[src/hdl/scip_cfg.svh]
// Constants for the sine/cosine interpolated position block
`ifndef SCIP_CFG_SVH
`define SCIP_CFG_SVH

// Widths
`define SCIP_DATA_W      32
`define SCIP_ADDR_W      8
`define SCIP_CNT_W       24
`define SCIP_ADC_W       12
`define SCIP_PHASE_W     12
`define SCIP_FINE_W      10
`define SCIP_CORDIC_W    15
`define SCIP_DEC_W       3

// Arctangent stage
`define SCIP_CORDIC_LAST 4'ha
`define SCIP_HALF_TURN   12'h800

// Decode setting: low two bits select the multiply, bit 2 the direction
`define SCIP_DEC_RESET   3'h7
`define SCIP_DEC_DIR     2
`define SCIP_DEC_X4      2'h3
`define SCIP_DEC_X2      2'h2
`define SCIP_DEC_X1      2'h1

// Register byte addresses
`define SCIP_REG_CTRL    8'h00
`define SCIP_REG_COUNT   8'h04
`define SCIP_REG_INTERP  8'h08
`define SCIP_REG_PHASE   8'h0c
`define SCIP_REG_CMP     8'h10
`define SCIP_REG_CAPT    8'h14
`define SCIP_REG_STAT    8'h18

// Status bit positions
`define SCIP_STAT_CAPT   0
`define SCIP_STAT_MATCH  1
`define SCIP_STAT_PVALID 2

// Bus responses
`define SCIP_RESP_OKAY   2'h0
`define SCIP_RESP_SLVERR 2'h2

`endif

[src/hdl/scip_pkg.sv]
// Types shared by the interpolated position block
`include "scip_cfg.svh"

package scip_pkg;

    typedef enum logic [1:0] {
        SCIP_CORD_IDLE = 2'b01,
        SCIP_CORD_RUN  = 2'b10
    } scip_cord_state_t;

    typedef struct packed {
        scip_cord_state_t                   state;
        logic [3:0]                         iter;
        logic signed [`SCIP_CORDIC_W-1:0]   x;
        logic signed [`SCIP_CORDIC_W-1:0]   y;
        logic [`SCIP_PHASE_W-1:0]           z;
        logic [`SCIP_PHASE_W-1:0]           phase;
        logic                               done;
    } scip_cord_regs_t;

    typedef struct packed {
        logic                       a_m;
        logic                       a_s;
        logic                       a_p;
        logic                       b_m;
        logic                       b_s;
        logic                       b_p;
        logic                       t_m;
        logic                       t_s;
        logic                       t_p;
        logic [`SCIP_DEC_W-1:0]     decode;
        logic [`SCIP_CNT_W-1:0]     count;
        logic [`SCIP_CNT_W-1:0]     compare;
        logic [`SCIP_CNT_W-1:0]     capture;
        logic                       capt_flag;
        logic                       match;
        logic                       phase_valid;
        logic [`SCIP_PHASE_W-1:0]   phase;
        logic [`SCIP_DATA_W-1:0]    interp;
        logic                       aw_got;
        logic                       w_got;
        logic [`SCIP_ADDR_W-1:0]    aw_addr;
        logic [`SCIP_DATA_W-1:0]    w_data;
        logic [3:0]                 w_strb;
        logic                       bvalid;
        logic [1:0]                 bresp;
        logic                       rvalid;
        logic [1:0]                 rresp;
        logic [`SCIP_DATA_W-1:0]    rdata;
    } scip_pos_regs_t;

endpackage

[src/hdl/scip_position.sv]
// Coarse quadrature count, fine arctangent phase and register slave of the position block
`timescale 1ns/10ps
`default_nettype none
`include "scip_cfg.svh"

module scip_position (
    input  wire logic                          clk,
    input  wire logic                          nrst,
    input  wire logic                          ce,
    input  wire logic                          sq_a,
    input  wire logic                          sq_b,
    input  wire logic                          capture_pin,
    input  wire logic signed [`SCIP_ADC_W-1:0] adc_sin,
    input  wire logic signed [`SCIP_ADC_W-1:0] adc_cos,
    input  wire logic                          adc_valid,
    input  wire logic [`SCIP_ADDR_W-1:0]       s_axi_awaddr,
    input  wire logic                          s_axi_awvalid,
    output logic                               s_axi_awready,
    input  wire logic [`SCIP_DATA_W-1:0]       s_axi_wdata,
    input  wire logic [3:0]                    s_axi_wstrb,
    input  wire logic                          s_axi_wvalid,
    output logic                               s_axi_wready,
    output logic [1:0]                         s_axi_bresp,
    output logic                               s_axi_bvalid,
    input  wire logic                          s_axi_bready,
    input  wire logic [`SCIP_ADDR_W-1:0]       s_axi_araddr,
    input  wire logic                          s_axi_arvalid,
    output logic                               s_axi_arready,
    output logic [`SCIP_DATA_W-1:0]            s_axi_rdata,
    output logic [1:0]                         s_axi_rresp,
    output logic                               s_axi_rvalid,
    input  wire logic                          s_axi_rready,
    output logic [`SCIP_CNT_W-1:0]             commutation_position,
    output logic [`SCIP_DATA_W-1:0]            interp_position,
    output logic                               compare_match,
    output logic                               capture_flag
);

    localparam scip_pkg::scip_pos_regs_t RST = '{decode: `SCIP_DEC_RESET, default: '0};

    scip_pkg::scip_pos_regs_t r;
    scip_pkg::scip_pos_regs_t next_r;

    logic [`SCIP_PHASE_W-1:0] cord_phase;
    logic                     cord_done;
    logic                     aw_take;
    logic                     w_take;
    logic                     ar_take;

    // Byte-lane merge for writable registers
    function automatic logic [`SCIP_DATA_W-1:0] merge(
        input logic [`SCIP_DATA_W-1:0] old_word,
        input logic [`SCIP_DATA_W-1:0] new_word,
        input logic [3:0]              strb
    );
        logic [`SCIP_DATA_W-1:0] res;
        res = old_word;
        for (int i = 0; i < 4; i++) begin
            if (strb[i]) begin
                res[i*8 +: 8] = new_word[i*8 +: 8];
            end
        end
        return res;
    endfunction

    // Whether a channel transition yields a count in the given decode mode
    function automatic logic count_enable(
        input logic [1:0] mode,
        input logic       edge_a,
        input logic       edge_b,
        input logic       level_a
    );
        logic en;
        en = 1'b0;
        if (edge_a && edge_b) begin
            en = 1'b0;
        end else begin
            unique case (mode)
                `SCIP_DEC_X4: en = edge_a | edge_b;
                `SCIP_DEC_X2: en = edge_a;
                `SCIP_DEC_X1: en = edge_a & level_a;
                default:      en = 1'b0;
            endcase
        end
        return en;
    endfunction

    // Fine phase from the arctangent of each sample pair that arrives while the arctangent is idle
    scip_arctan u_arctan (
        .clk    (clk),
        .nrst   (nrst),
        .ce     (ce),
        .start  (adc_valid),
        .sin_in (adc_sin),
        .cos_in (adc_cos),
        .phase  (cord_phase),
        .done   (cord_done)
    );

    // Handshakes; ready drops while frozen so nothing is taken unseen
    assign s_axi_awready = ce & ~r.aw_got & ~r.bvalid;
    assign s_axi_wready  = ce & ~r.w_got & ~r.bvalid;
    assign s_axi_arready = ce & ~r.rvalid;
    assign aw_take       = s_axi_awvalid & s_axi_awready;
    assign w_take        = s_axi_wvalid & s_axi_wready;
    assign ar_take       = s_axi_arvalid & s_axi_arready;

    // Next-state logic for the counter, phase, compare, capture and bus
    always_comb begin
        logic                     edge_a;
        logic                     edge_b;
        logic                     up;
        logic [`SCIP_PHASE_W-1:0] phase_dir;
        logic [`SCIP_PHASE_W-1:0] delta;
        logic                     wr_now;
        logic                     clr_capt;
        edge_a    = 1'b0;
        edge_b    = 1'b0;
        up        = 1'b0;
        phase_dir = '0;
        delta     = '0;
        wr_now    = 1'b0;
        clr_capt  = 1'b0;
        next_r    = r;

        // Two-stage synchronisers, then a third stage for edge detection
        next_r.a_m = sq_a;
        next_r.a_s = r.a_m;
        next_r.a_p = r.a_s;
        next_r.b_m = sq_b;
        next_r.b_s = r.b_m;
        next_r.b_p = r.b_s;
        next_r.t_m = capture_pin;
        next_r.t_s = r.t_m;
        next_r.t_p = r.t_s;

        // Quadrature up/down count; direction bit clear reverses it
        edge_a = r.a_s ^ r.a_p;
        edge_b = r.b_s ^ r.b_p;
        up     = (r.a_s ^ r.b_p) ~^ r.decode[`SCIP_DEC_DIR];
        if (count_enable(r.decode[1:0], edge_a, edge_b, r.a_s)) begin
            if (up) begin
                next_r.count = r.count + `SCIP_CNT_W'(1);
            end else begin
                next_r.count = r.count - `SCIP_CNT_W'(1);
            end
        end

        // Compare and capture both work in hardware counts
        next_r.match = (r.count == r.compare);
        if (r.t_s && !r.t_p) begin
            next_r.capture = r.count;
        end

        // Latest line phase, mirrored when the count runs reversed
        if (cord_done) begin
            next_r.phase       = cord_phase;
            next_r.phase_valid = 1'b1;
        end
        if (r.decode[`SCIP_DEC_DIR]) begin
            phase_dir = r.phase;
        end else begin
            phase_dir = -r.phase;
        end

        // Phase taken relative to the counter's quarter so the word is seamless
        delta = phase_dir - {r.count[1:0], `SCIP_FINE_W'(0)};
        next_r.interp = {r.count[`SCIP_DATA_W-`SCIP_FINE_W-1:0], `SCIP_FINE_W'(0)}
                      + `SCIP_DATA_W'(signed'(delta));

        // Write channel: address and data may arrive in either order
        if (aw_take) begin
            next_r.aw_got  = 1'b1;
            next_r.aw_addr = s_axi_awaddr;
        end
        if (w_take) begin
            next_r.w_got  = 1'b1;
            next_r.w_data = s_axi_wdata;
            next_r.w_strb = s_axi_wstrb;
        end
        wr_now = r.aw_got & r.w_got;
        if (wr_now) begin
            next_r.aw_got = 1'b0;
            next_r.w_got  = 1'b0;
            next_r.bvalid = 1'b1;
            next_r.bresp  = `SCIP_RESP_OKAY;
            unique case (r.aw_addr)
                `SCIP_REG_CTRL: begin
                    next_r.decode = `SCIP_DEC_W'(merge({29'h0, r.decode}, r.w_data,
                                                       r.w_strb));
                end
                `SCIP_REG_CMP: begin
                    next_r.compare = `SCIP_CNT_W'(merge({8'h00, r.compare}, r.w_data,
                                                        r.w_strb));
                end
                `SCIP_REG_STAT: begin
                    clr_capt = r.w_strb[0] & r.w_data[`SCIP_STAT_CAPT];
                end
                `SCIP_REG_COUNT, `SCIP_REG_INTERP, `SCIP_REG_PHASE, `SCIP_REG_CAPT: begin
                    // Read-only words accept and ignore the write
                    next_r.bresp = `SCIP_RESP_OKAY;
                end
                default: begin
                    next_r.bresp = `SCIP_RESP_SLVERR;
                end
            endcase
        end
        if (r.bvalid && s_axi_bready) begin
            next_r.bvalid = 1'b0;
        end

        // Capture flag: a new capture in the clearing cycle wins
        if (clr_capt) begin
            next_r.capt_flag = 1'b0;
        end
        if (r.t_s && !r.t_p) begin
            next_r.capt_flag = 1'b1;
        end

        // Read channel: one cycle from address to data
        if (ar_take) begin
            next_r.rvalid = 1'b1;
            next_r.rresp  = `SCIP_RESP_OKAY;
            unique case (s_axi_araddr)
                `SCIP_REG_CTRL:   next_r.rdata = {29'h0, r.decode};
                `SCIP_REG_COUNT:  next_r.rdata = {8'h00, r.count};
                `SCIP_REG_INTERP: next_r.rdata = r.interp;
                `SCIP_REG_PHASE:  next_r.rdata = {20'h0, r.phase};
                `SCIP_REG_CMP:    next_r.rdata = {8'h00, r.compare};
                `SCIP_REG_CAPT:   next_r.rdata = {8'h00, r.capture};
                `SCIP_REG_STAT:   next_r.rdata = {29'h0, r.phase_valid, r.match, r.capt_flag};
                default: begin
                    next_r.rdata = '0;
                    next_r.rresp = `SCIP_RESP_SLVERR;
                end
            endcase
        end else if (r.rvalid && s_axi_rready) begin
            next_r.rvalid = 1'b0;
        end
    end

    // All state in one register; low clock enable holds everything
    always_ff @(posedge clk) begin
        if (!nrst) begin
            r <= RST;
        end else if (ce) begin
            r <= next_r;
        end
    end

    // Bus answers from flip-flops
    assign s_axi_bvalid = r.bvalid;
    assign s_axi_bresp  = r.bresp;
    assign s_axi_rvalid = r.rvalid;
    assign s_axi_rresp  = r.rresp;
    assign s_axi_rdata  = r.rdata;

    // Commutation uses only the coarse count; the fine word is for servo use
    assign commutation_position = r.count;
    assign interp_position      = r.interp;
    assign compare_match        = r.match;
    assign capture_flag         = r.capt_flag;

endmodule // scip_position

`default_nettype wire

[src/hdl/scip_arctan.sv]
// Iterative arctangent of a sine/cosine sample pair to a 12-bit line phase
`timescale 1ns/10ps
`default_nettype none
`include "scip_cfg.svh"

module scip_arctan (
    input  wire logic                          clk,
    input  wire logic                          nrst,
    input  wire logic                          ce,
    input  wire logic                          start,
    input  wire logic signed [`SCIP_ADC_W-1:0] sin_in,
    input  wire logic signed [`SCIP_ADC_W-1:0] cos_in,
    output logic [`SCIP_PHASE_W-1:0]           phase,
    output logic                               done
);

    localparam scip_pkg::scip_cord_regs_t RST = '{state: scip_pkg::SCIP_CORD_IDLE, default: '0};

    scip_pkg::scip_cord_regs_t r;
    scip_pkg::scip_cord_regs_t next_r;

    // Angle of atan(2^-i) in 1/4096 turn
    function automatic logic [`SCIP_PHASE_W-1:0] atan_step(input logic [3:0] i);
        unique case (i)
            4'h0:    atan_step = 12'h200;
            4'h1:    atan_step = 12'h12e;
            4'h2:    atan_step = 12'h0a0;
            4'h3:    atan_step = 12'h051;
            4'h4:    atan_step = 12'h029;
            4'h5:    atan_step = 12'h014;
            4'h6:    atan_step = 12'h00a;
            4'h7:    atan_step = 12'h005;
            4'h8:    atan_step = 12'h003;
            default: atan_step = 12'h001;
        endcase
    endfunction

    // One micro-rotation per cycle; a sample offered while busy is dropped
    always_comb begin
        logic signed [`SCIP_CORDIC_W-1:0] xs;
        logic signed [`SCIP_CORDIC_W-1:0] ys;
        xs = r.x >>> r.iter;
        ys = r.y >>> r.iter;
        next_r = r;
        next_r.done = 1'b0;
        unique case (r.state)
            scip_pkg::SCIP_CORD_IDLE: begin
                if (start) begin
                    // Fold the left half plane over so the rotation converges
                    next_r.state = scip_pkg::SCIP_CORD_RUN;
                    next_r.iter  = 4'h0;
                    if (cos_in[`SCIP_ADC_W-1]) begin
                        next_r.x = -`SCIP_CORDIC_W'(cos_in);
                        next_r.y = -`SCIP_CORDIC_W'(sin_in);
                        next_r.z = `SCIP_HALF_TURN;
                    end else begin
                        next_r.x = `SCIP_CORDIC_W'(cos_in);
                        next_r.y = `SCIP_CORDIC_W'(sin_in);
                        next_r.z = '0;
                    end
                end
            end
            scip_pkg::SCIP_CORD_RUN: begin
                if (r.y[`SCIP_CORDIC_W-1]) begin
                    next_r.x = r.x - ys;
                    next_r.y = r.y + xs;
                    next_r.z = r.z - atan_step(r.iter);
                end else begin
                    next_r.x = r.x + ys;
                    next_r.y = r.y - xs;
                    next_r.z = r.z + atan_step(r.iter);
                end
                next_r.iter = r.iter + 4'h1;
                if (r.iter == `SCIP_CORDIC_LAST) begin
                    next_r.state = scip_pkg::SCIP_CORD_IDLE;
                    next_r.phase = next_r.z;
                    next_r.done  = 1'b1;
                end
            end
        endcase
    end

    // State register, frozen while the clock enable is low
    always_ff @(posedge clk) begin
        if (!nrst) begin
            r <= RST;
        end else if (ce) begin
            r <= next_r;
        end
    end

    assign phase = r.phase;
    assign done  = r.done & ce;

endmodule // scip_arctan

`default_nettype wire

[config.mk]
export PLATFORM = sky130hd
export DESIGN_NAME = scip_position
export DESIGN_NICKNAME = d
export VERILOG_FILES = /design/src/hdl/scip_pkg.sv /design/src/hdl/scip_position.sv /design/src/hdl/scip_arctan.sv
export VERILOG_INCLUDE_DIRS = /design/src /design/src/hdl
export SDC_FILE = /design/constraint.sdc
export NUM_CORES = 1
export LEC_CHECK = 0
export BUFFER_PORTS_ARGS = -buffer_cell sky130_fd_sc_hd__buf_2
export CAP_MARGIN = 30
export CORE_ASPECT_RATIO = 1.4
export CORE_MARGIN = 3
export CORE_UTILIZATION = 45
export CTS_CLUSTER_DIAMETER = 30
export DETAILED_ROUTE_END_ITERATION = 8
export PLACE_DENSITY = 0.69
export SYNTH_ARGS = -nofsm -noshare
export SYNTH_HDL_FRONTEND = slang
export SYNTH_HIERARCHICAL = 1
export SYNTH_SLANG_ARGS = --single-unit
[constraint.sdc]
create_clock -name clk -period 13.6 [get_ports clk]
set_input_delay 0.68 -clock clk [delete_from_list [all_inputs] [get_ports clk]]
set_output_delay 0.68 -clock clk [all_outputs]
set_load 0.005 [all_outputs]
==> results.sh <==
export IMPL_status="finished clean"
export IMPL_cts_buffer_depth=3
export IMPL_worstSetupEndpointType="flop"
export IMPL_holdCritPathClass="input pin to flop"
export IMPL_grt_pass1_wl_mm=87.1
export IMPL_synth_edf_count=0
export IMPL_grt_pass1_vias=16540
export IMPL_routedWlPerCell_um=18.9
export IMPL_r2r_end="u_arctan/r[54]"
export IMPL_yosys_most_used_dff="dfxtp_1"
export IMPL_r2r_slack_ns=8.45
export IMPL_use_met3_pct=3.57
export IMPL_grt_max_degree=103
export IMPL_yosysTopAreaCell="dfxtp_1"
export IMPL_synth_simple_area_share_pct=19.6
export IMPL_synthTopCellsByArea="dfxtp_1, ha_1, a21oi_1"
export IMPL_drc_errors=0
export IMPL_drt_first_pass_iters=6
export IMPL_cp_start_kind="flop"
export IMPL_die_w_um=179
export IMPL_hold_start="s_axi_wdata[7]"
export IMPL_synth_compound_area_share_pct=20.8
export IMPL_gr_total_overflow=0
export IMPL_setup_viol=0
export IMPL_clkLatencyLatePin_ns=0.58
export IMPL_place_hpwl_mm=40.0
export IMPL_layout_common_cells="nand2_1, dfxtp_1, nor2_1"
export IMPL_post_cts_buffers=0
export IMPL_fin_setup_tns_ns=0
export IMPL_cp_required_ns=14.10
export IMPL_rr_worst_depth=19
export IMPL_avgViaCountPerCell=5.92
export IMPL_grt_met1_usage_pct=28.4
export IMPL_fp_coreArea_um2=40700
export IMPL_skew_ns=0.0227
export IMPL_postSynthAreaPerCell_um2=8.11
export IMPL_finalCritPeriodShare_pct=37.8
export IMPL_layout_drive_gt1_share_pct=15.6
export IMPL_fmax_mhz=194
export IMPL_synthXorXnorAreaFrac_pct=6.30
export IMPL_r2r_start="u_arctan/r[55]"
export IMPL_num_nets_final=2538
export IMPL_muxShareOfSynthArea_pct=8.25
export IMPL_synth_fa_ha_area_share_pct=7.34
export IMPL_drt_iter0_drc=1322
export IMPL_h_tree_depth=2
export IMPL_ir_drop_mv=0.103
export IMPL_vias=17316
export IMPL_area_growth_pct=12.8
export IMPL_root_buffer="clkbuf_16"
export IMPL_antenna_found_initial=0
export IMPL_netlist_area_um2=18800
export IMPL_cts_resized=0
export IMPL_cts_tree="done"
export IMPL_wl_mm=55.3
export IMPL_power_leakage_uw=0.00884
export IMPL_die_height_um=248
export IMPL_dieArea_um2=44200
export IMPL_synth_top_area_share_pct=29.4
export IMPL_path_max_fanout=37
export IMPL_fin_crit_ns=5.15
export IMPL_fin_hold_ws_ns=0.354
export IMPL_io_pins=187
export IMPL_cp_data_arrival_time_ns=5.65
export IMPL_synth_top_family_by_area="compound AO/OA/AOI/OAI gates"
export IMPL_seq_area_frac_synth_pct=29.4
export IMPL_cts_hold_buf=0
export IMPL_cts_sinks=275
export IMPL_grt_use_met2_pct=43.1
export IMPL_postSynthCellCount=2312
export IMPL_power_density_nw_per_um2=136
export IMPL_worst_pin_slew_ns=1.07
export IMPL_holdPathStages=3
export IMPL_ys_warnings_count=6
export IMPL_nFillCells=3913
export IMPL_grt_usage_pct=24.4
export IMPL_synth_cell_types=94
export IMPL_initial_core_util_pct=46.1
export IMPL_port_buffers=175
export IMPL_place_congestion=0.942
export IMPL_synth_seq_cells=275
export IMPL_cts_made_buffers=54
export IMPL_top_usage_layer="met2"
export IMPL_maxCapViolCount=0
export IMPL_n_antenna_cell=0
export IMPL_drv_slew=0
export IMPL_min_to="r[49]"
export IMPL_multi_input_area_um2=11700
export IMPL_rsz0062_at_grt="false"
export IMPL_seqCellArea_um2=5510
export IMPL_async_flop_share_pct=0
export IMPL_hold_viol=0
export IMPL_relSlewSlack_pct=28.5
export IMPL_final_common_cell="nand2_1"
export IMPL_clkTransAtPathRegs_ns=0.06
export IMPL_rows=87
export IMPL_critPathKind="flop to flop"
export IMPL_ant_nets=0
-- area by class of cell --
class / count / share of cell area, %
Clock buffer: 61 / 6.80
Clock inverter: 41 / 2.10
Inverter: 49 / 0.893
Multi-Input combinational cell: 1761 / 55.5
Sequential cell: 275 / 26.0
Tap cell: 534 / 3.16
Timing Repair Buffer: 202 / 5.57
-- synthesized netlist by cell type, drive strengths merged, types with 11 or more instances --
cell type and n:
a222oi 15, a22oi 49, nand3 53, ha 102
xnor2 79, or3 17, and2 20, o21a 22
o31ai 11, o211a 13, a21o 17, o21ai 87
a211oi 20, o22ai 11, nor4 16, xor2 56
mux4 27, nand4 13, nand2 302, nor2b 28
mux2i 74, nor2 232, buf 126, a21boi 16
dfxtp 275, nand2b 20, inv 47, and3 11
mux2 15, clkbuf 102, o211ai 21, nor3 33
a31oi 31, a21oi 228
-- kinds of logic after synthesis --
logic type	count (synthesis)
AOI/OAI and AO/OA	606
xor gates and xnor gates	135
adders and majority gates	107
buffers and inverters	277
DFF	275
muxes	116
other	1
and+or+nand+nor	795
-- power by group --
group / leakage [uW] / internal (uW) / switching, uW / total (uW)
logic: 0.00569 / 269 / 364 / 633
clock network: 0.000920 / 861 / 497 / 1360
registers: 0.00223 / 838 / 56.0 / 894
-- how the worst max path moves through the flow --
| stage | from | end | depth (start not counted) |
|---|---|---|---|
| floorplan | r[117] | interp_position[30] | 20 |
| global placement | u_arctan/r[56] | u_arctan/r[54] | 18 |
| detailed placement | u_arctan/r[56] | u_arctan/r[54] | 19 |
| CTS | u_arctan/r[56] | u_arctan/r[54] | 19 |
| global route | u_arctan/r[55] | u_arctan/r[54] | 19 |
| finish | u_arctan/r[55] | u_arctan/r[54] | 19 |
-- routing by layer --
layer,wire length (um),vias up
li1,-,8277
met2,27400,665
met1,21400,8219
met5,0,-
met4,2910,0
met3,3590,155
-- stage by stage --
step	utilization (%)	total power, uW	setup WS, ns	std cells	area, um2
2_1_floorplan	-	1380	8.55	2313	18800
4_1_cts	51.8	2900	8.33	2920	21100
3_3_place_gp	47.0	1510	8.38	2815	19100
3_5_place_dp	47.2	1530	8.35	2818	19200
5_1_grt	52.0	3020	8.06	2923	21200
6_report	52.0	2890	8.45	2923	21200
-- flip-flops by register name, indices dropped and copies added, names as in the netlist, 6 cells and up, named ones only --
register and count:
next_r 6, s_axi_rdata 32, u_arctan/r 49, u_arctan/phase 12, commutation_position 24, r 104, interp_position 32
-- worst max-delay path, stage by stage (launching register included) --
cell	delay [ns]
dfxtp_1	0.30
buf_4	0.41
mux4_2	0.61
mux4_2	0.51
inv_1	0.09
ha_1	0.19
inv_1	0.05
or3b_4	0.40
nand2_4	0.12
nand3b_1	0.09
xor2_1	0.15
o22ai_1	0.11
ha_1	0.38
and4_1	0.23
nor2b_1	0.14
a2111oi_0	0.59
o31ai_1	0.26
nand2b_1	0.20
a21oi_1	0.13
nand4b_1	0.12
Note: power is estimated with default switching activity, not from simulation.
